--- src/rtl/sfh_defs.vh ---
// Constants shared by the flash host port: register offsets, field positions, reset values
// and counts. Assumes it is included by bare name from the design files under rtl/.
`ifndef SFH_DEFS_VH
`define SFH_DEFS_VH

// ==========================================================================
// Register byte offsets
`define SFH_OFF_EVT 16'h5020
`define SFH_OFF_SRST 16'h5040
`define SFH_OFF_CTRL 16'h5060
`define SFH_OFF_STAT 16'h5064
`define SFH_OFF_TX 16'h5068
`define SFH_OFF_RX 16'h506C
`define SFH_OFF_SEL 16'h5070

// ==========================================================================
// Control register fields
`define SFH_CB_LOOP 0
`define SFH_CB_SPE 1
`define SFH_CB_MASTER 2
`define SFH_CB_CPOL 3
`define SFH_CB_CPHA 4
`define SFH_CB_TXRST 5
`define SFH_CB_RXRST 6
`define SFH_CB_MANSS 7
`define SFH_CB_INHIBIT 8
`define SFH_CB_LSB 9
`define SFH_CTRL_W 10
`define SFH_CTRL_RST 10'h000
`define SFH_CTRL_WMASK 10'h39F

// ==========================================================================
// Status register fields
`define SFH_SB_RXE 0
`define SFH_SB_RXF 1
`define SFH_SB_TXE 2
`define SFH_SB_TXF 3
`define SFH_SB_MODF 4
`define SFH_SB_SLVSEL 5
`define SFH_SB_LOOPERR 9
`define SFH_SB_CMDERR 10
`define SFH_SB_RDERR 11

// ==========================================================================
// Event register fields
`define SFH_EB_MODF 0
`define SFH_EB_SMODF 1
`define SFH_EB_TXE 2
`define SFH_EB_UNDR 3
`define SFH_EB_RXF 4
`define SFH_EB_OVR 5
`define SFH_EB_SSEL 7
`define SFH_EV_MASK 8'hBF
`define SFH_EV_RST 8'h00

// ==========================================================================
// Misc values and counts
`define SFH_SRST_KEY 32'h0000_000A
`define SFH_SRST_CYC 3'h4
`define SFH_SEL_RST 1'b1
`define SFH_SCK_HALF 2'h2
`define SFH_LAST_EDGE 4'hF
`define SFH_NONSTD 1'b0
`define SFH_BYTE_W 8
`define SFH_FIFO_D 32
`define SFH_FIFO_AW 5
`define SFH_CMD_N 4
`define SFH_CMD_LIST 32'h9090_9090
`define SFH_ZERO32 32'h0000_0000

`endif

--- src/rtl/sfh_flash_spi.v ---
// Flash host port: register file, byte-wide SPI shifter, transmit FIFO and event logic.
// Assumes one 125 MHz clock, a synchronous reset and SPI pins resolved by the bench.
`timescale 1ns/1ps
`include "sfh_defs.vh"

// ==========================================================================
// Transmit FIFO
module sfh_fifo #(
   parameter WIDTH = `SFH_BYTE_W,
   parameter DEPTH = `SFH_FIFO_D,
   parameter AW = `SFH_FIFO_AW
) (
   input wire clk_sys_i,
   input wire rst_i,
   input wire flush_i,
   input wire in_valid_i,
   output wire in_ready_o,
   input wire [WIDTH-1:0] in_data_i,
   output wire out_valid_o,
   input wire out_ready_i,
   output wire [WIDTH-1:0] out_data_o
);
   localparam [AW:0] FULL_CNT = DEPTH;
   reg [WIDTH-1:0] mem [0:DEPTH-1];
   reg [AW-1:0] wp;
   reg [AW-1:0] rp;
   reg [AW:0] cnt;
   wire push;
   wire pop;

   // Handshakes on both sides
   assign in_ready_o = (cnt != FULL_CNT);
   assign out_valid_o = (cnt != {(AW+1){1'b0}});
   assign out_data_o = mem[rp];
   assign push = in_valid_i & in_ready_o;
   assign pop = out_valid_o & out_ready_i;

   // Storage carries no reset, only the pointers and fill count do
   always @(posedge clk_sys_i) begin
      if (push) begin
         mem[wp] <= in_data_i;
      end
   end

   // Pointers and fill count
   always @(posedge clk_sys_i) begin
      if (rst_i || flush_i) begin
         wp <= {AW{1'b0}};
         rp <= {AW{1'b0}};
         cnt <= {(AW+1){1'b0}};
      end else begin
         if (push) begin
            wp <= wp + 1'b1;
         end
         if (pop) begin
            rp <= rp + 1'b1;
         end
         if (push && !pop) begin
            cnt <= cnt + 1'b1;
         end else if (pop && !push) begin
            cnt <= cnt - 1'b1;
         end
      end
   end
endmodule // sfh_fifo

// Functional notes
// - Loopback error flag in non-standard mode only
// - Command error when first byte unsupported
// - Transmit byte loads shifter when enabled
// - Next byte loads as previous completes
// - Last written transmit byte is held
// - Write to full transmit: error response
// - Receive register holds byte after transfer
// - Full receive register: discard, flag overrun
// - Empty receive read flags error; writes ignored
// - Select bit 0, active low, rest reserved
// - Event bits toggle on written ones
// - Mode fault when selected as master
// - Slave fault while selected and disabled
// - Transmit empty event; master does not start when empty
// - Slave underrun strobe, shifts out zeros
// - Receive full strobe per stored byte
// - Receive overrun strobe on full store
// - Slave selected strobe in slave mode
// - Status receive-full tracks unread byte
// - Manual select follows select register
module sfh_flash_spi #(
   parameter [31:0] CMD_LIST = `SFH_CMD_LIST
) (
   input wire clk_sys_i,
   input wire rst_i,
   input wire bus_wr_i,
   input wire bus_rd_i,
   input wire [15:0] bus_addr_i,
   input wire [31:0] bus_wdata_i,
   output reg [31:0] bus_rdata_o,
   output reg bus_ack_o,
   output reg bus_err_o,
   input wire sck_i,
   output reg sck_o,
   output reg sck_oe_o,
   input wire ss_n_i,
   output reg ss_n_o,
   output reg ss_n_oe_o,
   input wire io0_i,
   output reg io0_o,
   output reg io0_oe_o,
   input wire io1_i,
   output reg io1_o,
   output reg io1_oe_o
);
   reg [2:0] srst_cnt;
   reg [`SFH_CTRL_W-1:0] ctrl;
   reg sel;
   reg [7:0] ev;
   reg [7:0] rx_data;
   reg rx_full;
   reg rd_err;
   reg modf_st;
   reg cmd_err;
   reg first_pend;
   reg [7:0] tx_last;
   reg [3:0] sync1;
   reg [3:0] sync2;
   reg [1:0] hist;
   reg busy;
   reg done_p;
   reg und_pend;
   reg [1:0] half_cnt;
   reg [3:0] edge_cnt;
   reg [7:0] sh_tx;
   reg [7:0] sh_rx;
   reg bit_q;
   reg [7:0] ev_set;
   wire core_rst;
   wire wr_evt, wr_srst, wr_ctrl, wr_tx, wr_sel, rd_rx, rd_stat;
   wire fifo_ready, fifo_valid;
   wire [7:0] fifo_data;
   wire [7:0] ld_byte;
   wire [7:0] rx_byte;
   wire [`SFH_CMD_N-1:0] cmd_hit;
   wire master, system_enable_bit, cpha, lsb, loop;
   wire ss_s, sck_s, io0_s, io1_s, ss_fall;
   wire s_act, m_ok, m_tick, s_edge, tick, ld, pop, shift_edge, sample_edge, miso;
   wire store_ok, store_ovr;
   wire [31:0] stat_word;

   // ========================================================================
   // Decode and core reset; software reset holds the core for a fixed count
   assign core_rst = rst_i | (srst_cnt != 3'h0);
   assign wr_evt = bus_wr_i && (bus_addr_i == `SFH_OFF_EVT);
   assign wr_srst = bus_wr_i && (bus_addr_i == `SFH_OFF_SRST);
   assign wr_ctrl = bus_wr_i && (bus_addr_i == `SFH_OFF_CTRL);
   assign wr_tx = bus_wr_i && (bus_addr_i == `SFH_OFF_TX) && !core_rst;
   assign wr_sel = bus_wr_i && (bus_addr_i == `SFH_OFF_SEL);
   assign rd_rx = bus_rd_i && (bus_addr_i == `SFH_OFF_RX) && !core_rst;
   assign rd_stat = bus_rd_i && (bus_addr_i == `SFH_OFF_STAT) && !core_rst;
   assign master = ctrl[`SFH_CB_MASTER];
   assign system_enable_bit = ctrl[`SFH_CB_SPE];
   assign cpha = ctrl[`SFH_CB_CPHA];
   assign lsb = ctrl[`SFH_CB_LSB];
   assign loop = ctrl[`SFH_CB_LOOP];

   // Pin inputs after two flops; edges are seen between stage two and the history
   assign ss_s = sync2[0];
   assign sck_s = sync2[1];
   assign io0_s = sync2[2];
   assign io1_s = sync2[3];
   assign ss_fall = hist[0] & ~ss_s;

   // ========================================================================
   // Shifter control, shared by master and slave since only one runs at a time
   assign m_ok = master & system_enable_bit & ~ctrl[`SFH_CB_INHIBIT];
   assign s_act = ~master & system_enable_bit & ~ss_s;
   assign m_tick = busy & master & (half_cnt == `SFH_SCK_HALF - 2'h1);
   assign s_edge = busy & s_act & (sck_s ^ hist[1]);
   assign tick = master ? m_tick : s_edge;
   assign ld = ~busy & (master ? (m_ok & fifo_valid) : s_act);
   assign pop = ld & fifo_valid;
   assign shift_edge = (edge_cnt[0] ^ cpha) & ~(~cpha & (edge_cnt == `SFH_LAST_EDGE));
   // Master samples on the odd edges: its input lags the pin by the synchroniser,
   // so the far side's bit is only settled a full half period after it launched it
   assign sample_edge = master ? edge_cnt[0] : ~(edge_cnt[0] ^ cpha);
   assign miso = loop ? bit_q : (master ? io1_s : io0_s);
   assign store_ok = done_p & ~rx_full;
   assign store_ovr = done_p & rx_full;

   // Bit order reversal for the lsb-first format
   genvar gi;
   generate
      for (gi = 0; gi < `SFH_BYTE_W; gi = gi + 1) begin : g_rev
         assign ld_byte[gi] = lsb ? fifo_data[`SFH_BYTE_W-1-gi] : fifo_data[gi];
         assign rx_byte[gi] = lsb ? sh_rx[`SFH_BYTE_W-1-gi] : sh_rx[gi];
      end
      for (gi = 0; gi < `SFH_CMD_N; gi = gi + 1) begin : g_cmd
         assign cmd_hit[gi] = (fifo_data == CMD_LIST[gi*8 +: 8]);
      end
   endgenerate

   // Status word; loopback error can only rise in a non-standard protocol mode
   assign stat_word = {20'h0_0000, rd_err, cmd_err,
                       loop & `SFH_NONSTD,
                       3'h0, ~s_act, modf_st, ~fifo_ready, ~fifo_valid,
                       rx_full, ~rx_full};

   sfh_fifo #(
      .WIDTH(`SFH_BYTE_W),
      .DEPTH(`SFH_FIFO_D),
      .AW(`SFH_FIFO_AW)
   ) u_tx_fifo (
      .clk_sys_i(clk_sys_i),
      .rst_i(core_rst),
      .flush_i(wr_ctrl & bus_wdata_i[`SFH_CB_TXRST]),
      .in_valid_i(wr_tx),
      .in_ready_o(fifo_ready),
      .in_data_i(bus_wdata_i[7:0]),
      .out_valid_o(fifo_valid),
      .out_ready_i(pop),
      .out_data_o(fifo_data)
   );

   // ========================================================================
   // Bus answer and software reset counter, on the power-on reset only
   always @(posedge clk_sys_i) begin
      if (rst_i) begin
         srst_cnt <= 3'h0;
         bus_ack_o <= 1'b0;
         bus_err_o <= 1'b0;
         bus_rdata_o <= `SFH_ZERO32;
      end else begin
         bus_ack_o <= bus_wr_i | bus_rd_i;
         bus_err_o <= (wr_tx & ~fifo_ready)
                      | (wr_srst & (bus_wdata_i != `SFH_SRST_KEY));
         if (srst_cnt != 3'h0) begin
            srst_cnt <= srst_cnt - 3'h1;
         end else if (wr_srst && (bus_wdata_i == `SFH_SRST_KEY)) begin
            srst_cnt <= `SFH_SRST_CYC;
         end
         // Read mux; unmapped and reserved read as zero
         bus_rdata_o <= `SFH_ZERO32;
         if (bus_rd_i) begin
            case (bus_addr_i)
               `SFH_OFF_EVT: bus_rdata_o <= {24'h00_0000, ev};
               `SFH_OFF_CTRL: bus_rdata_o <= {22'h00_0000, ctrl};
               `SFH_OFF_STAT: bus_rdata_o <= stat_word;
               `SFH_OFF_TX: bus_rdata_o <= {24'h00_0000, tx_last};
               `SFH_OFF_RX: bus_rdata_o <= {24'h00_0000, rx_data};
               `SFH_OFF_SEL: bus_rdata_o <= {31'h0000_0000, sel};
               default: bus_rdata_o <= `SFH_ZERO32;
            endcase
         end
      end
   end

   // Synchronisers; stage one feeds stage two only
   always @(posedge clk_sys_i) begin
      if (rst_i) begin
         sync1 <= 4'hF;
         sync2 <= 4'hF;
         hist <= 2'h3;
      end else begin
         sync1 <= {io1_i, io0_i, sck_i, ss_n_i};
         sync2 <= sync1;
         hist <= {sck_s, ss_s};
      end
   end

   // Event sources of this cycle
   always @* begin
      ev_set = 8'h00;
      ev_set[`SFH_EB_MODF] = ss_fall & master & ~ss_n_oe_o;
      ev_set[`SFH_EB_SMODF] = ~master & ~system_enable_bit & ~ss_s;
      ev_set[`SFH_EB_TXE] = done_p & ~fifo_valid;
      ev_set[`SFH_EB_UNDR] = done_p & und_pend & ~master;
      ev_set[`SFH_EB_RXF] = store_ok;
      ev_set[`SFH_EB_OVR] = store_ovr;
      ev_set[`SFH_EB_SSEL] = ss_fall & ~master;
   end

   // ========================================================================
   // Core registers
   always @(posedge clk_sys_i) begin
      if (core_rst) begin
         ctrl <= `SFH_CTRL_RST;
         sel <= `SFH_SEL_RST;
         ev <= `SFH_EV_RST;
         rx_data <= 8'h00;
         rx_full <= 1'b0;
         rd_err <= 1'b0;
         modf_st <= 1'b0;
         cmd_err <= 1'b0;
         first_pend <= 1'b1;
         tx_last <= 8'h00;
      end else begin
         if (wr_ctrl) begin
            // The transmit FIFO and receive register reset bits act once and read back as zero
            ctrl <= bus_wdata_i[`SFH_CTRL_W-1:0] & `SFH_CTRL_WMASK;
         end
         if (wr_sel) begin
            sel <= bus_wdata_i[0];
            if (sel && !bus_wdata_i[0]) begin
               first_pend <= 1'b1;
               cmd_err <= 1'b0;
            end
         end
         if (wr_tx && fifo_ready) begin
            tx_last <= bus_wdata_i[7:0];
         end
         if (pop && master && first_pend) begin
            first_pend <= 1'b0;
            cmd_err <= ~(|cmd_hit);
         end
         // Toggle on write, a hardware set in the same cycle wins
         ev <= ((ev ^ (wr_evt ? bus_wdata_i[7:0] : 8'h00)) | ev_set) & `SFH_EV_MASK;
         // Status read clears the mode fault and read error flags unless they rise again now
         modf_st <= (modf_st & ~rd_stat) | ev_set[`SFH_EB_MODF];
         rd_err <= (rd_err & ~rd_stat) | (rd_rx & ~rx_full);
         // Receive register: read empties it, a fresh store refills it
         if ((rd_rx && rx_full) || (wr_ctrl && bus_wdata_i[`SFH_CB_RXRST])) begin
            rx_full <= 1'b0;
         end
         if (store_ok) begin
            rx_data <= rx_byte;
            rx_full <= 1'b1;
         end
      end
   end

   // ========================================================================
   // Shift engine; each byte is sixteen clock edges, numbered from zero
   always @(posedge clk_sys_i) begin
      if (core_rst) begin
         busy <= 1'b0;
         done_p <= 1'b0;
         und_pend <= 1'b0;
         half_cnt <= 2'h0;
         edge_cnt <= 4'h0;
         sh_tx <= 8'h00;
         sh_rx <= 8'h00;
         bit_q <= 1'b0;
      end else begin
         done_p <= 1'b0;
         if (ld) begin
            // a waiting byte loads in the cycle the previous one is stored
            busy <= 1'b1;
            half_cnt <= 2'h0;
            edge_cnt <= 4'h0;
            und_pend <= ~fifo_valid;
            if (cpha) begin
               sh_tx <= fifo_valid ? ld_byte : 8'h00;
            end else begin
               bit_q <= fifo_valid ? ld_byte[7] : 1'b0;
               sh_tx <= fifo_valid ? {ld_byte[6:0], 1'b0} : 8'h00;
            end
         end else if (busy && !master && !s_act) begin
            // Slave deselected mid-byte: the partial byte is dropped
            busy <= 1'b0;
         end else if (busy) begin
            half_cnt <= m_tick ? 2'h0 : half_cnt + 2'h1;
            if (tick) begin
               edge_cnt <= edge_cnt + 4'h1;
               if (shift_edge) begin
                  bit_q <= sh_tx[7];
                  sh_tx <= {sh_tx[6:0], 1'b0};
               end
               // Exactly eight samples per byte
               if (sample_edge) begin
                  sh_rx <= {sh_rx[6:0], miso};
               end
               if (edge_cnt == `SFH_LAST_EDGE) begin
                  busy <= 1'b0;
                  done_p <= 1'b1;
               end
            end
         end
      end
   end

   // ========================================================================
   // Pin drivers, all registered; a disabled system leaves every pin undriven
   always @(posedge clk_sys_i) begin
      if (core_rst) begin
         sck_o <= 1'b0;
         sck_oe_o <= 1'b0;
         ss_n_o <= 1'b1;
         ss_n_oe_o <= 1'b0;
         io0_o <= 1'b0;
         io0_oe_o <= 1'b0;
         io1_o <= 1'b0;
         io1_oe_o <= 1'b0;
      end else begin
         sck_oe_o <= master & system_enable_bit;
         ss_n_oe_o <= master & system_enable_bit;
         io0_oe_o <= master & system_enable_bit;
         io1_oe_o <= s_act;
         io0_o <= bit_q;
         io1_o <= bit_q;
         if (!busy) begin
            sck_o <= ctrl[`SFH_CB_CPOL];
         end else if (m_tick) begin
            sck_o <= ~sck_o;
         end
         if (ctrl[`SFH_CB_MANSS] && master && system_enable_bit) begin
            ss_n_o <= sel;
         end else begin
            ss_n_o <= ~(busy | ld);
         end
      end
   end
endmodule // sfh_flash_spi

--- config.mk ---
export PLATFORM = sky130hd
export DESIGN_NAME = sfh_flash_spi
export DESIGN_NICKNAME = d
export VERILOG_FILES = /design/src/rtl/sfh_flash_spi.v
export VERILOG_INCLUDE_DIRS = /design/src /design/src/rtl
export SDC_FILE = /design/constraint.sdc
export NUM_CORES = 1
export LEC_CHECK = 0
export ABC_AREA = 1
export BUFFER_PORTS_ARGS = -buffer_cell sky130_fd_sc_hd__buf_4
export CORE_MARGIN = 2
export CORE_UTILIZATION = 60
export DETAILED_ROUTE_END_ITERATION = 16
export MAX_ROUTING_LAYER = met4
export PLACE_DENSITY = 0.89
export SETUP_SLACK_MARGIN = 0.4
export SYNTH_ARGS = -nofsm -noshare
export SYNTH_HDL_FRONTEND = slang
export SYNTH_SLANG_ARGS = --single-unit
export TNS_END_PERCENT = 5
--- constraint.sdc ---
create_clock -name clk_sys_i -period 3.9 [get_ports clk_sys_i]
set_input_delay 0.78 -clock clk_sys_i [delete_from_list [all_inputs] [get_ports clk_sys_i]]
set_output_delay 0.78 -clock clk_sys_i [all_outputs]
set_load 0.005 [all_outputs]
==> qor.txt <==
Hold Fails Final Rpt -> 0
Worst skew pair latency -> 0.53 ns
P&R area growth vs syn -> 11.7%
Clock Path Buffers -> 3
Initial core utilization -> 61.4%
Largest net degree at the start of global routing -> 81
Top post-synthesis cells by area -> edfxtp_1, dfxtp_1, nand2_1, nand3_1, inv_1
Final GP Congestion -> 0.921
Most common cell in the synthesized netlist -> nand2_1
TNS Setup -> 0 ns
Final WS setup -> 0.669 ns
Synthesis Warnings -> 0
Vias per cell -> 6.07
Gate Count Post-Synth -> 1,653
Post-route minimum period -> 3.23 ns
CTS tree -> built
Synth Flop Type -> edfxtp_1
CP max FO -> 7
Nature of the critical path startpoint -> flop
Register area share after synthesis -> 62.4%
Final antenna-violating net count -> 0
Io pins -> 98
Worst hold path class -> flop to flop
Status -> complete, but fails checks
Row count -> 59
Die Span Y -> 168 um
Total power -> 7860 uW
Post-DP Area -> 16,700 um^2
Inserted Diodes -> 0
Crit path required time -> 4.30 ns
Final period util -> 82.8%
Lkg Pwr -> 0.00673 uW
DR iter-0 viols -> 1,834
# port buffers -> 77
Place WS -> 0.135 ns
Synth cell types -> 52
Crit. End Element -> flop
Largest area contributor in the netlist -> edfxtp_1
Max Slew Vio Count -> 0
FILL cells -> 1,720
RSZ-0062 raised after global routing -> no
Syn Area/Cell -> 9.71 um^2
Worst setup path class -> flop to flop
DRT Wirelength -> 39,700 um
Via count -> 12,544
Die Wd -> 168 um
Max-cap violation count -> 0
Die ar. -> 28,100 um^2
Normalized max-slew margin -> 18.2%
DRC violations left -> 2
CTS clk-pin slew, worst paths -> 0.06 ns
Failing checks -> DRC
First-pass GRT wire length -> 62,700 um
Pwr dens -> 439 nW/um^2
CTS Sinks -> 372
Wire length per cell -> 19.2 um
VDD IR max -> 0.514 mV
Core footprint -> 26,100 um^2
Setup Skew -> 0.0416 ns
NumNets Final -> 1,773
H-tree depth -> 2
FF+latch count, synth -> 372
Share of cells above drive strength 1 -> 12.0%
Inserted Clock Buffers -> 36
Measured slew at the worst slew-check pin -> 1.22 ns
WP data arrival -> 3.63 ns
FMAX -> 310 MHz
Grt ovf -> 0
Number of flops mapped to enable cells by yosys -> 256
CTS root buf -> clkbuf_16
Synth Cell Area -> 16,000 um^2
Hpwl dp -> 24,900 um
Synth top cells by count -> nand2_1, nand3_1, edfxtp_1
Number of global-route vias before repair -> 12,109
First-pass detailed-route iteration total -> 14
Yosys top cell area share -> 47.9%
Initial antenna violation count -> 0
Async set or reset register ratio after synthesis -> 0%
Fin area -> 17,900 um^2
Tot GR Track Use -> 29.3%
Setup violations, final -> 0
==> placed cells by master (no fill, tap or decap), types with 7 or more instances in the layout <==
cell type / netlist / routed
a211oi_1: 12 / 12
a21oi_1: 73 / 73
buf_4: 25 / 91
clkbuf_16: 0 / 37
clkinv_1: 3 / 9
conb_1: 1 / 20
dfxtp_1: 116 / 114
edfxtp_1: 256 / 256
ha_1: 11 / 11
inv_1: 100 / 99
inv_2: 11 / 11
nand2_1: 445 / 445
nand3_1: 278 / 278
nor2_1: 93 / 92
nor2_2: 7 / 7
nor3_1: 15 / 15
nor4_1: 9 / 9
o21ai_0: 44 / 44
o21ai_1: 10 / 10
or2_2: 10 / 10
==> layout make-up <==
type                    count  area [um^2]  area share [%]
flip-flops and latches    372        10000            55.9
multi-input cells        1086         5140            28.7
clock buffers              44          992            5.54
repair buffers             92          703            3.92
inverters                 117          453            2.53
well taps                 335          419            2.34
clock inverters            20          198            1.10
==> path summary, 6_finish.rpt <==
path	startpoint	to	slack, ns	cells after the start
setup reg to reg	u_tx_fifo.cnt[0]$_SDFFE_PP0P_	u_tx_fifo.cnt[5]$_SDFFE_PP0P_	0.67	20
setup / recovery	u_tx_fifo.cnt[0]$_SDFFE_PP0P_	u_tx_fifo.cnt[5]$_SDFFE_PP0P_	0.67	20
hold reg to reg	sync1[0]$_SDFF_PP1_	sync2[0]$_SDFF_PP1_	0.41	1
hold / removal	sync1[0]$_SDFF_PP1_	sync2[0]$_SDFF_PP1_	0.41	1
==> registers in the layout, indices dropped and copies added, names as in the netlist, 5 cells and up, named ones only <==
register / cells
ev: 7
bus_rdata_o: 12
tx_last: 8
sh_tx: 8
rx_data: 8
sh_rx: 8
u_tx_fifo.rp: 5
ctrl: 8
u_tx_fifo.cnt: 6
u_tx_fifo.wp: 5
u_tx_fifo.mem: 256
==> what timing repair did <==
action,4_1_cts,5_1_grt
endpoints found under the hold margin,0,0
buffers inserted,0,3
gates resized for setup,0,7
setup endpoints to repair,0,1
hold buffers,0,0
==> metal layers <==
metal,track usage [%],wire (um),vias up
met4,13.1,1890,0
met3,5.20,4570,191
met1,36.2,14400,5756
met2,47.5,18900,906
met5,-,0,-
li1,-,-,5691
==> where the power goes <==
group	switching (uW)	internal, uW
logic	114	49.1
registers	2.59	4210
clock network	1460	2020
total	1580	6290
==> through the flow <==
step                      std cells  utilization [%]  hold WS, ns
after floorplan                1672                -        0.389
after global placement         1999             63.8        0.393
after detailed placement       1999             63.8        0.394
after CTS                      2063             68.4        0.408
after global routing           2066             68.6        0.423
final                          2066             68.6        0.410
==> worst max-delay path, cell delays in order, from the launching register on <==
cell	delay, ns
dfxtp_1	0.39
inv_1	0.08
nand3_1	0.12
nor2_1	0.06
nand2_1	0.14
nand4_2	0.16
a21oi_4	0.26
nand2_2	0.15
ha_1	0.26
inv_1	0.17
ha_1	0.31
a21oi_1	0.16
nand2_1	0.09
nand2_1	0.08
nand2_1	0.05
a21oi_1	0.15
nor2_1	0.06
nor2_1	0.10
nand2_1	0.07
o21ai_0	0.16
a21oi_1	0.06
==> logic make-up after synthesis <==
logic type | share of synthesized area [%]
flops | 62.4
fa+ha+maj | 0.983
other cells | 0.0234
buf+inv | 6.13
compound gates | 5.79
xor+xnor | 0.273
simple gates | 24.4
(Power assumes the default switching activity.)
